==> src/ooes_params.svh <==
// Purpose: constants of the output offset and expand scaler
// Assumes: byte addresses on a 32-bit register port, 125 MHz core clock
// Notes: signal full scale is code 16384; offsets are in hundredths of a percent
`ifndef OOES_PARAMS_SVH
`define OOES_PARAMS_SVH
`define OOES_CLK_HZ 125000000
`define OOES_FAST_HZ 256000
`define OOES_FAST_CYC (`OOES_CLK_HZ / `OOES_FAST_HZ)
`define OOES_SLOW_HZ 512
`define OOES_SLOW_CYC (`OOES_CLK_HZ / `OOES_SLOW_HZ)
`define OOES_FULL_SCALE 18'sh04000
`define OOES_OFF_MAX 16'sh2904
`define OOES_OFF_UNITY 16'sh2710
`define OOES_OFF_TO_CODE 12'h68e
`define OOES_EXP_MIN 9'h001
`define OOES_EXP_MAX 9'h100
`define OOES_SRC_LAST 3'h6
`define OOES_ADDR_SRC 8'h00
`define OOES_ADDR_OFF_X 8'h04
`define OOES_ADDR_OFF_Y 8'h08
`define OOES_ADDR_OFF_R 8'h0c
`define OOES_ADDR_EXP_X 8'h10
`define OOES_ADDR_EXP_Y 8'h14
`define OOES_ADDR_EXP_R 8'h18
`define OOES_ADDR_AUTO 8'h1c
`define OOES_ADDR_DISP 8'h20
`define OOES_ADDR_STAT 8'h24
`define OOES_ADDR_MASK 8'h28
`define OOES_ADDR_GAIN 8'h2c
`define OOES_ADDR_LIVE 8'h30
`define OOES_STAT_OVL 0
`define OOES_STAT_REJ 1
`define OOES_RST_OFF 16'h0000
`define OOES_RST_EXP 9'h001
`endif

==> src/ooes_pkg.sv <==
// Purpose: types of the output offset and expand scaler
// Assumes: constants come from ooes_params.svh
// Notes: the whole block state is one packed struct
package ooes_pkg;
   typedef enum logic [2:0]
   {
      OOES_SRC_PRIMARY = 3'h0,
      OOES_SRC_MAG = 3'h1,
      OOES_SRC_PHASE = 3'h2,
      OOES_SRC_TRACE1 = 3'h3,
      OOES_SRC_TRACE2 = 3'h4,
      OOES_SRC_TRACE3 = 3'h5,
      OOES_SRC_TRACE4 = 3'h6
   } ooes_src_t;

   typedef struct packed
   {
      logic [2:0] ch1_src;
      logic [2:0] ch2_src;
      logic [2:0][15:0] offset;
      logic [2:0][8:0] expand;
      logic [1:0][2:0] disp_dep;
      logic [7:0] reserve_db;
      logic [7:0] max_gain_db;
      logic [1:0] status;
      logic [1:0] mask;
      logic [8:0] fast_cnt;
      logic [17:0] slow_cnt;
      logic [15:0] ch1;
      logic [15:0] ch2;
      logic [1:0] ovl_ch;
      logic ovl;
      logic irq;
      logic [31:0] rdata;
      logic [1:0] off_ind;
      logic [1:0] exp_ind;
      logic [2:0][15:0] trace_val;
   } ooes_state_t;
endpackage : ooes_pkg

==> src/ooes_scaler.sv <==
// Purpose: offset, expand and clamp of X, Y and magnitude onto two output channels
// Assumes: all inputs come from logic on core_clk_in; full scale signal is code 16384
// Notes: channel codes are DAC words, +/-16384 is +/-10 V
`timescale 1ns/1ps
`include "ooes_params.svh"

// Notes on behaviour
// [RULE1] A channel sourcing X or Y is refreshed on a 256 kHz tick.
// [RULE2] A channel sourcing magnitude, phase or a trace is refreshed on a 512 Hz tick only.
// [RULE3] Channel one offers X, magnitude, phase and four traces, never Y.
// [RULE4] Channel two offers Y, magnitude, phase and four traces, never X.
// [RULE5] Output is (signal minus offset fraction) times expand, scaled to 10 V full scale.
// [RULE6] Expand takes 1 to 256 and the expanded output never passes full scale.
// [RULE7] Offsets span -105.00% to 105.00% and do not follow sensitivity.
// [RULE8] Auto offset loads the offset that zeroes the chosen quantity.
// [RULE9] Offsets never feed magnitude or phase, which use raw X and Y.
// [RULE10] Trace values of X, Y and magnitude carry the current offset.
// [RULE11] Trace values are not multiplied by the expand factor.
// [RULE12] An expanded output that would pass full scale raises the overload flag. The code raises it only for an output shown on channel one or two.
// [RULE13] Each display shows offset and expand indicators for the quantities it uses.
// [RULE14] Only X, Y and magnitude own an offset and an expand setting.
// [RULE15] Expand whose gain plus reserve passes the allowed DC gain is refused.
// [RULE16] An expand change never alters the time constant.
// [RULE17] Clamping is symmetric at plus and minus full scale.
module ooes_scaler
   import ooes_pkg::*;
#(
   parameter logic [17:0] SLOW_CYC = 18'(`OOES_SLOW_CYC)
)
(
   input wire logic core_clk_in,
   input wire logic rst_in,
   input wire logic [7:0] addr_in,
   input wire logic [31:0] wdata_in,
   input wire logic wr_in,
   input wire logic rd_in,
   output logic [31:0] rdata_out,
   input wire logic signed [15:0] x_in,
   input wire logic signed [15:0] y_in,
   input wire logic signed [15:0] mag_in,
   input wire logic signed [15:0] phase_in,
   input wire logic signed [15:0] trace1_in,
   input wire logic signed [15:0] trace2_in,
   input wire logic signed [15:0] trace3_in,
   input wire logic signed [15:0] trace4_in,
   output logic [15:0] output_channel_one_out,
   output logic [15:0] output_channel_two_out,
   output logic output_overload_flag_out,
   output logic [15:0] x_trace_out,
   output logic [15:0] y_trace_out,
   output logic [15:0] mag_trace_out,
   output logic [1:0] offset_ind_out,
   output logic [1:0] expand_ind_out,
   output logic irq_out
);
   localparam logic [8:0] FAST_CYC = 9'(`OOES_FAST_CYC);

   ooes_state_t cur;
   ooes_state_t nxt;
   logic signed [15:0] sig [3];
   logic signed [15:0] trace_in [4];
   logic signed [15:0] outv [3];
   logic [2:0] clip;
   logic [15:0] trv [3];
   logic [2:0] off_nz;
   logic [2:0] exp_big;
   logic fast_tick;
   logic slow_tick;

   assign sig[0] = x_in;
   assign sig[1] = y_in;
   assign sig[2] = mag_in;
   assign trace_in[0] = trace1_in;
   assign trace_in[1] = trace2_in;
   assign trace_in[2] = trace3_in;
   assign trace_in[3] = trace4_in;
   assign fast_tick = (cur.fast_cnt == 9'h000);
   assign slow_tick = (cur.slow_cnt == 18'h00000);

   // conservative expand gain in dB: 6 dB per started octave
   function automatic logic [7:0] exp_db(input logic [8:0] e);
      logic [7:0] db;
      db = 8'h00;
      for (int i = 0; i < 8; i++)
      begin
         if (e > (9'h001 << i))
         begin
            db = 8'(6 * (i + 1));
         end
      end
      return db;
   endfunction : exp_db

   // per quantity datapath; magnitude arrives unoffset from upstream
   // [RULE9] raw inputs only
   for (genvar q = 0; q < 3; q++)
   begin : g_qty
      logic signed [27:0] off_code;
      logic signed [17:0] diff;
      logic signed [27:0] prod;
      // [RULE5] offset then expand
      assign off_code = $signed(cur.offset[q]) * $signed({1'b0, `OOES_OFF_TO_CODE});
      assign diff = 18'(sig[q]) - 18'(off_code >>> 10);
      assign prod = 28'(diff) * $signed({1'b0, cur.expand[q]});
      // [RULE17] symmetric clamp
      assign clip[q] = (prod > 28'(`OOES_FULL_SCALE)) || (prod < -28'(`OOES_FULL_SCALE));
      assign outv[q] = (prod > 28'(`OOES_FULL_SCALE)) ? 16'(`OOES_FULL_SCALE) :
                       (prod < -28'(`OOES_FULL_SCALE)) ? -16'(`OOES_FULL_SCALE) :
                       16'(prod);
      // [RULE10] traces carry offset, [RULE11] but no expand
      assign trv[q] = (diff > 18'sh07fff) ? 16'h7fff :
                      (diff < -18'sh07fff) ? 16'h8001 : 16'(diff);
      assign off_nz[q] = (cur.offset[q] != 16'h0000);
      assign exp_big[q] = (cur.expand[q] != 9'h001);
   end

   always_comb
   begin
      logic [1:0] qsel;
      logic signed [29:0] auto_val;
      logic signed [15:0] woff;
      logic [8:0] wexp;
      logic reject;
      logic ovl_evt;
      logic [1:0] w1c;
      qsel = 2'h0;
      auto_val = 30'h00000000;
      woff = wdata_in[15:0];
      wexp = wdata_in[8:0];
      reject = 1'b0;
      ovl_evt = 1'b0;
      w1c = 2'h0;
      nxt = cur;
      nxt.fast_cnt = fast_tick ? FAST_CYC - 9'h001 : cur.fast_cnt - 9'h001;
      nxt.slow_cnt = slow_tick ? SLOW_CYC - 18'h00001 : cur.slow_cnt - 18'h00001;

      // [RULE1] X on channel one at the fast rate
      if (fast_tick && cur.ch1_src == OOES_SRC_PRIMARY)
      begin
         nxt.ch1 = outv[0];
         nxt.ovl_ch[0] = clip[0];
      end
      // [RULE2] slow sources on channel one
      else if (slow_tick && cur.ch1_src != OOES_SRC_PRIMARY)
      begin
         nxt.ch1 = (cur.ch1_src == OOES_SRC_MAG) ? outv[2] :
                   (cur.ch1_src == OOES_SRC_PHASE) ? phase_in :
                   trace_in[2'(cur.ch1_src - OOES_SRC_TRACE1)];
         nxt.ovl_ch[0] = (cur.ch1_src == OOES_SRC_MAG) && clip[2];
      end
      // [RULE1] Y on channel two at the fast rate
      if (fast_tick && cur.ch2_src == OOES_SRC_PRIMARY)
      begin
         nxt.ch2 = outv[1];
         nxt.ovl_ch[1] = clip[1];
      end
      // [RULE2] slow sources on channel two
      else if (slow_tick && cur.ch2_src != OOES_SRC_PRIMARY)
      begin
         nxt.ch2 = (cur.ch2_src == OOES_SRC_MAG) ? outv[2] :
                   (cur.ch2_src == OOES_SRC_PHASE) ? phase_in :
                   trace_in[2'(cur.ch2_src - OOES_SRC_TRACE1)];
         nxt.ovl_ch[1] = (cur.ch2_src == OOES_SRC_MAG) && clip[2];
      end
      // [RULE12] overload while a shown output clips
      nxt.ovl = |nxt.ovl_ch;
      ovl_evt = nxt.ovl;

      for (int q = 0; q < 3; q++)
      begin
         nxt.trace_val[q] = trv[q];
      end
      // [RULE13] per display indicators
      for (int d = 0; d < 2; d++)
      begin
         nxt.off_ind[d] = |(cur.disp_dep[d] & off_nz);
         nxt.exp_ind[d] = |(cur.disp_dep[d] & exp_big);
      end

      if (wr_in)
      begin
         unique case (addr_in)
            `OOES_ADDR_SRC:
            begin
               // [RULE3] [RULE4] code 0 is X on one and Y on two only
               if (wdata_in[2:0] > `OOES_SRC_LAST || wdata_in[5:3] > `OOES_SRC_LAST)
               begin
                  reject = 1'b1;
               end
               else
               begin
                  nxt.ch1_src = wdata_in[2:0];
                  nxt.ch2_src = wdata_in[5:3];
               end
            end
            // [RULE14] offsets only for X, Y, magnitude
            `OOES_ADDR_OFF_X, `OOES_ADDR_OFF_Y, `OOES_ADDR_OFF_R:
            begin
               qsel = 2'(addr_in[3:2] - 2'h1);
               // [RULE7] range check, no tie to sensitivity
               if (woff > $signed(`OOES_OFF_MAX) || woff < -$signed(`OOES_OFF_MAX))
               begin
                  reject = 1'b1;
               end
               else
               begin
                  nxt.offset[qsel] = woff;
               end
            end
            `OOES_ADDR_EXP_X, `OOES_ADDR_EXP_Y, `OOES_ADDR_EXP_R:
            begin
               qsel = 2'(addr_in[3:2]);
               qsel = (addr_in == `OOES_ADDR_EXP_R) ? 2'h2 : qsel;
               // [RULE6] [RULE15] range and DC gain budget; [RULE16] no time constant output
               if (wexp < `OOES_EXP_MIN || wexp > `OOES_EXP_MAX ||
                   ({1'b0, cur.reserve_db} + {1'b0, exp_db(wexp)}) > {1'b0, cur.max_gain_db})
               begin
                  reject = 1'b1;
               end
               else
               begin
                  nxt.expand[qsel] = wexp;
               end
            end
            `OOES_ADDR_AUTO:
            begin
               // [RULE8] offset that zeroes the quantity
               if (wdata_in[1:0] == 2'h3)
               begin
                  reject = 1'b1;
               end
               else
               begin
                  qsel = wdata_in[1:0];
                  auto_val = 30'(sig[qsel] * $signed({1'b0, `OOES_OFF_UNITY})) >>> 14;
                  nxt.offset[qsel] = (auto_val > 30'(`OOES_OFF_MAX)) ? `OOES_OFF_MAX :
                                     (auto_val < -30'(`OOES_OFF_MAX)) ? -`OOES_OFF_MAX :
                                     16'(auto_val);
               end
            end
            `OOES_ADDR_DISP:
            begin
               nxt.disp_dep = wdata_in[5:0];
            end
            `OOES_ADDR_STAT:
            begin
               w1c = wdata_in[1:0];
            end
            `OOES_ADDR_MASK:
            begin
               nxt.mask = wdata_in[1:0];
            end
            `OOES_ADDR_GAIN:
            begin
               nxt.reserve_db = wdata_in[7:0];
               nxt.max_gain_db = wdata_in[15:8];
            end
            default:
            begin
               reject = 1'b0;
            end
         endcase
      end

      // set wins over a same-cycle clear
      nxt.status = (cur.status & ~w1c) | {reject, ovl_evt};
      nxt.irq = |(nxt.status & nxt.mask);

      nxt.rdata = 32'h00000000;
      if (rd_in)
      begin
         unique case (addr_in)
            `OOES_ADDR_SRC: nxt.rdata = {26'h0, cur.ch2_src, cur.ch1_src};
            `OOES_ADDR_OFF_X: nxt.rdata = {{16{cur.offset[0][15]}}, cur.offset[0]};
            `OOES_ADDR_OFF_Y: nxt.rdata = {{16{cur.offset[1][15]}}, cur.offset[1]};
            `OOES_ADDR_OFF_R: nxt.rdata = {{16{cur.offset[2][15]}}, cur.offset[2]};
            `OOES_ADDR_EXP_X: nxt.rdata = {23'h0, cur.expand[0]};
            `OOES_ADDR_EXP_Y: nxt.rdata = {23'h0, cur.expand[1]};
            `OOES_ADDR_EXP_R: nxt.rdata = {23'h0, cur.expand[2]};
            `OOES_ADDR_DISP: nxt.rdata = {26'h0, cur.disp_dep};
            `OOES_ADDR_STAT: nxt.rdata = {30'h0, cur.status};
            `OOES_ADDR_MASK: nxt.rdata = {30'h0, cur.mask};
            `OOES_ADDR_GAIN: nxt.rdata = {16'h0, cur.max_gain_db, cur.reserve_db};
            `OOES_ADDR_LIVE: nxt.rdata = {29'h0, cur.ovl_ch, cur.ovl};
            default: nxt.rdata = 32'h00000000;
         endcase
      end
   end

   always_ff @(posedge core_clk_in or posedge rst_in)
   begin
      if (rst_in)
      begin
         cur <= '0;
         cur.ch2_src <= OOES_SRC_PRIMARY;
         cur.expand <= {3{`OOES_RST_EXP}};
         cur.offset <= {3{`OOES_RST_OFF}};
         cur.max_gain_db <= 8'hff;
      end
      else
      begin
         cur <= nxt;
      end
   end

   assign rdata_out = cur.rdata;
   assign output_channel_one_out = cur.ch1;
   assign output_channel_two_out = cur.ch2;
   assign output_overload_flag_out = cur.ovl;
   assign x_trace_out = cur.trace_val[0];
   assign y_trace_out = cur.trace_val[1];
   assign mag_trace_out = cur.trace_val[2];
   assign offset_ind_out = cur.off_ind;
   assign expand_ind_out = cur.exp_ind;
   assign irq_out = cur.irq;
endmodule : ooes_scaler

==> config.mk <==
export PLATFORM = sky130hd
export DESIGN_NAME = ooes_scaler
export DESIGN_NICKNAME = d
export VERILOG_FILES = /design/src/ooes_pkg.sv /design/src/ooes_scaler.sv
export VERILOG_INCLUDE_DIRS = /design/src
export SDC_FILE = /design/constraint.sdc
export NUM_CORES = 2
export LEC_CHECK = 0
export CAP_MARGIN = 20
export CORE_ASPECT_RATIO = 0.9
export CORE_MARGIN = 2
export CORE_UTILIZATION = 42
export CTS_BUF_LIST = sky130_fd_sc_hd__clkbuf_8
export DETAILED_ROUTE_END_ITERATION = 16
export DONT_BUFFER_PORTS = 1
export GPL_ROUTABILITY_DRIVEN = 0
export PLACE_DENSITY = 0.62
export SYNTH_ARGS = -nofsm -noshare
export SYNTH_HDL_FRONTEND = slang
export SYNTH_SLANG_ARGS = --single-unit
==> constraint.sdc <==
create_clock -name core_clk_in -period 19 [get_ports core_clk_in]
set_input_delay 0 -clock core_clk_in [delete_from_list [all_inputs] [get_ports core_clk_in]]
set_output_delay 0 -clock core_clk_in [all_outputs]
set_load 0.01 [all_outputs]
Word level (Yosys, flattened, before mapping):

Cells that the tools add are included.

* flip-flop bits (word level): 254
* bits in latches: 0
* memory bits (writable): 0
* ROM bits: 0
* logic and storage cells: 228
* memories kept: 0

* add/subtract/negate cells: 9
* multiply operators: 7
* divide/modulo/power cells: 0
* $lt $le $gt $ge: 38
* equal/unequal tests: 22
* shifts and indexed selects: 0
* multiplexer cells: 70
* bitwise gates (word level): 13
* reductions and logical operators: 42

Operators by type and width (number)
* $mux 16: 28
* $pmux 32 s12: 1
* $bmux 16 s2: 3
* $bwmux 48: 2
* $mux 48: 2
* $pmux 48 s2: 1
* $gt 28x16->1 const B: 3
* $lt 28x15->1 const B: 3
* $mul 18x10->28: 3
* $mul 16x11->27 const B: 3
* $mux 8: 9
* $demux 16 s2: 2
* $gt 18x16->1 const B: 3
* $lt 18x16->1 const B: 3
* $sub 16x18->18: 3
* $reduce_bool 16->1: 3
* $eq 8x6->1 const B: 5
* $mux 17: 2
* $eq 8x5->1 const B: 4
* $gt 16x15->1 const B: 2
* $lt 16x15->1 const B: 2
* $mux 32: 1
* $bwmux 27: 1
* $ne 9x1->1 const B: 3
* other kinds (53): 109

Depth between registers and ports, before layout:

* depth in word-level cells: 20
* mapped depth: 59
* gate-level depth less buffers: 54

Worst setup path before layout:

Ideal clock, no wire load.

* path type: reg-to-reg
* start: register cur[236] in the netlist's numbering
* end: register cur, in the netlist output_channel_two_out[6]
* library setup time: 66 ps
* arrival: 13109 ps
* data required time: 18934 ps
* path slack: 5825 ps
* stages on the path, launching flop included: 54
* path buffers: 5
* clock period less this slack: 13175 ps
* path through: dfrtp_1 -> ha_1 -> fa_1 -> fa_1 -> inv_1 -> fa_1 -> fa_1 -> inv_1 -> ha_1 -> a21oi_1 -> nand2_1 -> a221oi_1 -> o31ai_1 -> o31a_1 -> o21a_1 -> o21ai_0 -> a21boi_0 -> or3_1 -> [18 not listed] -> inv_1 -> fa_1 -> inv_1 -> ha_1 -> clkbuf_1 -> o21ai_0 -> o21bai_1 -> a31oi_1 -> o221ai_1 -> a31oi_1 -> or3_1 -> or4_1 -> a21oi_1 -> or2_1 -> clkbuf_1 -> nor2b_1 -> buf_2 -> a221o_1

* cells in the longest elaborated chain, start to end: 9
* elaborated cells on any way between the ends: 10
* those cells by class: add/sub: 1; mul: 2; order compare: 2; mux: 5

Ends and longest elaborated chain
* from (decl): line ooes_scaler.sv:58 `ooes_state_t cur;`
* from (signal assigned): line ooes_scaler.sv:302 `cur <= nxt;`
* $mul 16x11->27 *: line ooes_scaler.sv:102 `` assign off_code = $signed(cur.offset[q]) * $signed({1'b0, `OOES_OFF_TO_CODE}); ``
* $sub 16x18->18 *: line ooes_scaler.sv:103 `assign diff = 18'(sig[q]) - 18'(off_code >>> 10);`
* $mul 18x10->28 *: line ooes_scaler.sv:104 `assign prod = 28'(diff) * $signed({1'b0, cur.expand[q]});`
* $lt 28x15->1: line ooes_scaler.sv:108 `` (prod < -28'(`OOES_FULL_SCALE)) ? -16'(`OOES_FULL_SCALE) : ``
* $mux 16: line ooes_scaler.sv:108
* $mux 16 *: line ooes_scaler.sv:107 `` assign outv[q] = (prod > 28'(`OOES_FULL_SCALE)) ? 16'(`OOES_FULL_SCALE) : ``
* $mux 16 *: line ooes_scaler.sv:160 `nxt.ch2 = (cur.ch2_src == OOES_SRC_MAG) ? outv[2] :`
* $mux 17 *: line ooes_scaler.sv:158 `else if (slow_tick && cur.ch2_src != OOES_SRC_PRIMARY)`
* $mux 17 *: line ooes_scaler.sv:152 `if (fast_tick && cur.ch2_src == OOES_SRC_PRIMARY)`

Mark *: on every way between the ends. The rest lies on a longest branch, timed or not. The select of a mux whose other input is x is not followed.
A chain may end at the register's enable or synchronous reset.

Worst setup path after layout:

* start: register cur[234] in the netlist's numbering
* end: register cur, in the netlist output_channel_two_out[9]

The elaborated chain is that of the path after synthesis.

==> out/results.md <==
* Worst R2R Start: cur[234]$_DFFE_PP0P_
* residual antenna-violating net count after detailed routing: 0
* DRC marker count from the first detailed-route iteration: 3133
* pin count of the biggest net entering global routing: 122
* clock edge transition at the registers on the reported setup and hold paths: 70 ps
* share of the synthesized netlist area taken by xor and xnor gates: 4.428%
* combinational share of power: 66.2%
* CTS tree: yes
* area share of and/or/nand/nor cells after synthesis: 14.59%
* critical setup path kind: reg -> reg
* initial core utilization: 42.44%
* Detail Placement HPWL: 117200 µm
* sinks on the clock net: 239
* setup slack of the worst register-to-register path: 3270 ps
* Switching Share: 53.23%
* number of global-route vias before repair: 38027
* crit path from: cur[234]$_DFFE_PP0P_
* result of the run: finished, violations left
* total vias in the final route: 37787
* H-tree levels: 2
* flops & latches, synth: 239
* GRT Overall Usage: 25.54%
* R2R Path End: output_channel_two_out[9]$_DFFE_PP0P_
* part of the Yosys area used for sequential elements: 12.67%
* hold_ws: -59.01 ps
* Final Max Tran Viols: 0
* dominant combinational cell family by area after synthesis: adder cells
* delay of the slowest cell on the worst path: 810 ps
* crit start category: register
* number of remaining DRC errors: 0
* port bufs: 0
* Cells after DPL: 6597
* multiplexer fraction of the synthesized cell area: 3.624%
* pwr/cell area: 74.32 mW/mm²
* commonest cells after routing, fill and taps aside: inv_1, fa_1, ha_1
* Clock Skew: 65.49 ps
* Synth Area in Adders: 40.62%
* Synth Instances: 5381
* syn nets: 6719
* number of buffers on the longest clock path: 3
* initial antenna violation count: 13
* first-pass GRT wire length: 226700 µm
* endpoint type of the worst setup path: register
* Data arrival, critical path: 16350 ps
* depth of the most critical reg-to-reg path: 51
* Reg power frac: 17.8%
* core outline area: 0.1115 mm²
* average cell area after synthesis: 8.790 µm²
* number of CTS-inserted buffers: 45
* die height: 322.4 µm
* most frequent standard cell in the layout excluding fill and tap cells: inv_1
* placed cell area: 0.04792 mm²
* Cell variety after synth: 90
* relative max-transition margin: 23.21%
* Synth Cell Area: 0.04730 mm²
* nets@finish: 6610
* final cell count without fillers: 6804
* wire length per cell after detailed routing: 21.45 µm
* Fin Setup TNS: 0 ps
* most frequently used flop master after synthesis: dfrtp_1
* P&R area growth vs syn: 5.706%
* violated checks: hold timing
* count of TritonRoute iterations in the first routing pass: 10
* relative contribution of the clock network to total power: 16.0%
* slew of the pin with the lowest slew margin: 1148 ps
* Clock Tree Root: clkbuf_8
* Switch Pwr: 1978 µW
* Fillers: 10890
* total length of routed wires: 146000 µm
* Tmin final: 15730 ps
* post-route fraction of the period consumed by the critical path: 82.76%
* setup repair after global routing missed its margin: no
* Crit path top cell by count: inv_1
* EDFF count, synth: 0
* async set-reset flop share out of synthesis: 100.0%
* worst min path class: in -> async
* die outline area: 0.1153 mm²
* post-route cell area: 0.05000 mm²
* Int Pwr: 1738 µW
* Achievable Freq: 63.59 MHz
* Yosys warning total: 0
* max capacitance violation total: 0
* largest driver fanout on the critical path: 14
* Leak: 0.02549 µW
* final hold violation count: 21
* placement row count: 116
* share of final-layout standard cells stronger than drive strength 1: 5.105%
* number of post-CTS setup repair buffers: 0
* worst path required time: 19620 ps
* fraction of the mapped netlist area in compound gates: 12.36%
* largest voltage drop on the vdd net: 0.00009926 V
* DIE WIDTH: 357.7 µm
* GRT overflow: 0
* clock insertion delay at the later pin of the skew report: 700 ps
* cell type of the slowest stage on the worst timing path: nor2b_1
* Setup Viol. Count Final: 0
* vias per std cell: 5.554
* number of primary I/O pins: 290
## cells by family after synthesis
| logic type | count (synthesis) |
|---|---|
| mux | 124 |
| compound gates | 895 |
| simple gates | 1365 |
| buf+inv | 1356 |
| fa+ha+maj | 1166 |
| xor+xnor | 236 |
| flops | 239 |
## worst max-delay path by stage
stage	end	slack (ps)
3_5_place_dp	output_channel_two_out[9]$_DFFE_PP0P_	3500
2_1_floorplan	output_channel_two_out[6]$_DFFE_PP0P_	5820
6_report	output_channel_two_out[9]$_DFFE_PP0P_	3270
5_1_grt	output_channel_two_out[5]$_DFFE_PP0P_	2260
3_3_place_gp	output_channel_two_out[8]$_DFFE_PP0P_	3550
4_1_cts	output_channel_two_out[9]$_DFFE_PP0P_	3450
## worst max-delay path: cells and delay by family (launching register included)
family | cells | cell delay, ps
flip-flops | 1 | 600
XOR/XNOR | 2 | 490
AO/OA/AOI/OAI | 18 | 4950
buffers and inverters | 8 | 840
AND/OR/NAND/NOR | 10 | 3350
adder cells (fa/ha/maj) | 13 | 5400
## power groups by stage
stage               logic, µW  registers, µW  clock network [µW]
floorplan                1730            612                   0
global placement         2320            672                   0
detailed placement       2340            671                   0
CTS                      2400            664                 605
global route             2710            670                 627
finish                   2460            663                 595
## sequential cells by signal (all words and copies together), names as in the netlist
register,count
output_channel_one_out,16
mag_trace_out,16
y_trace_out,16
irq_out,1
x_trace_out,16
cur,136
rdata_out,17
offset_ind_out,2
output_channel_two_out,16
output_overload_flag_out,1
expand_ind_out,2
## routing by layer
layer  part of all wire [%]  GRT usage, %
met1                     43         35.52
met2                     42         38.71
met3                     11         7.378
met4                    3.0         6.862
met5                  0.084             0
## cell usage after synthesis, types with 9 or more instances
cell type | count | share of area (%)
nand2b_1 | 41 | 0.54
o21bai_1 | 18 | 0.29
or2_2 | 26 | 0.34
a222oi_1 | 23 | 0.49
clkbuf_1 | 181 | 1.4
a221o_1 | 20 | 0.42
xor2_1 | 87 | 1.6
inv_1 | 1048 | 8.3
a21o_1 | 70 | 1.1
nand3b_1 | 9 | 0.14
mux2_2 | 48 | 1.1
a221oi_1 | 12 | 0.22
o21a_1 | 39 | 0.62
o21ai_0 | 214 | 2.3
nand4_1 | 39 | 0.52
a22oi_1 | 31 | 0.49
dfstp_2 | 11 | 0.61
xnor2_1 | 147 | 2.7
and2_1 | 230 | 3.0
nand3_1 | 46 | 0.49
nor4_1 | 20 | 0.26
ha_1 | 550 | 15
o221ai_1 | 10 | 0.19
and4_1 | 18 | 0.33
nand2_1 | 431 | 3.4
nor3_1 | 62 | 0.66
and3_1 | 36 | 0.48
o211ai_1 | 16 | 0.25
fa_1 | 616 | 26
nor2_1 | 228 | 1.8
a211o_1 | 11 | 0.20
or4_1 | 24 | 0.38
nor3b_1 | 10 | 0.16
a31oi_1 | 54 | 0.71
o31ai_1 | 13 | 0.21
a211oi_1 | 23 | 0.37
buf_4 | 116 | 1.8
mux4_2 | 32 | 1.5
a21oi_1 | 224 | 2.4
dfrtp_1 | 228 | 12
nor2b_1 | 100 | 1.3
mux2i_1 | 43 | 0.91
a21boi_0 | 11 | 0.17
or3_1 | 24 | 0.32
## through the flow
stage	utilization [%]	setup slack [ps]	total power, µW
floorplan	-	5825	2345
global placement	42.98	3552	2988
global route	44.82	2256	4002
detailed placement	42.99	3501	3015
finish	44.86	3275	3716
CTS	44.72	3452	3665
## timing repair
item | 4_1_cts | 5_1_grt
endpoints found under the hold margin | 286 | 1
resized for setup | 0 | 0
hold buffers | 90 | 1
setup endpoints to repair | 0 | 0
## final cells by class
cell class / instances / area, µm² / share of cell area, %
Antenna cell: 20 / 50.05 / 0.1001
Clock buffer: 51 / 701.9 / 1.404
Clock inverter: 33 / 327.8 / 0.6556
Inverter: 1050 / 3949 / 7.898
Multi-Input combinational cell: 3786 / 35780 / 71.55
Sequential cell: 239 / 5996 / 11.99
Tap cell: 1475 / 1846 / 3.691
Timing Repair Buffer: 150 / 1354 / 2.708
(Power assumes the default switching activity.)
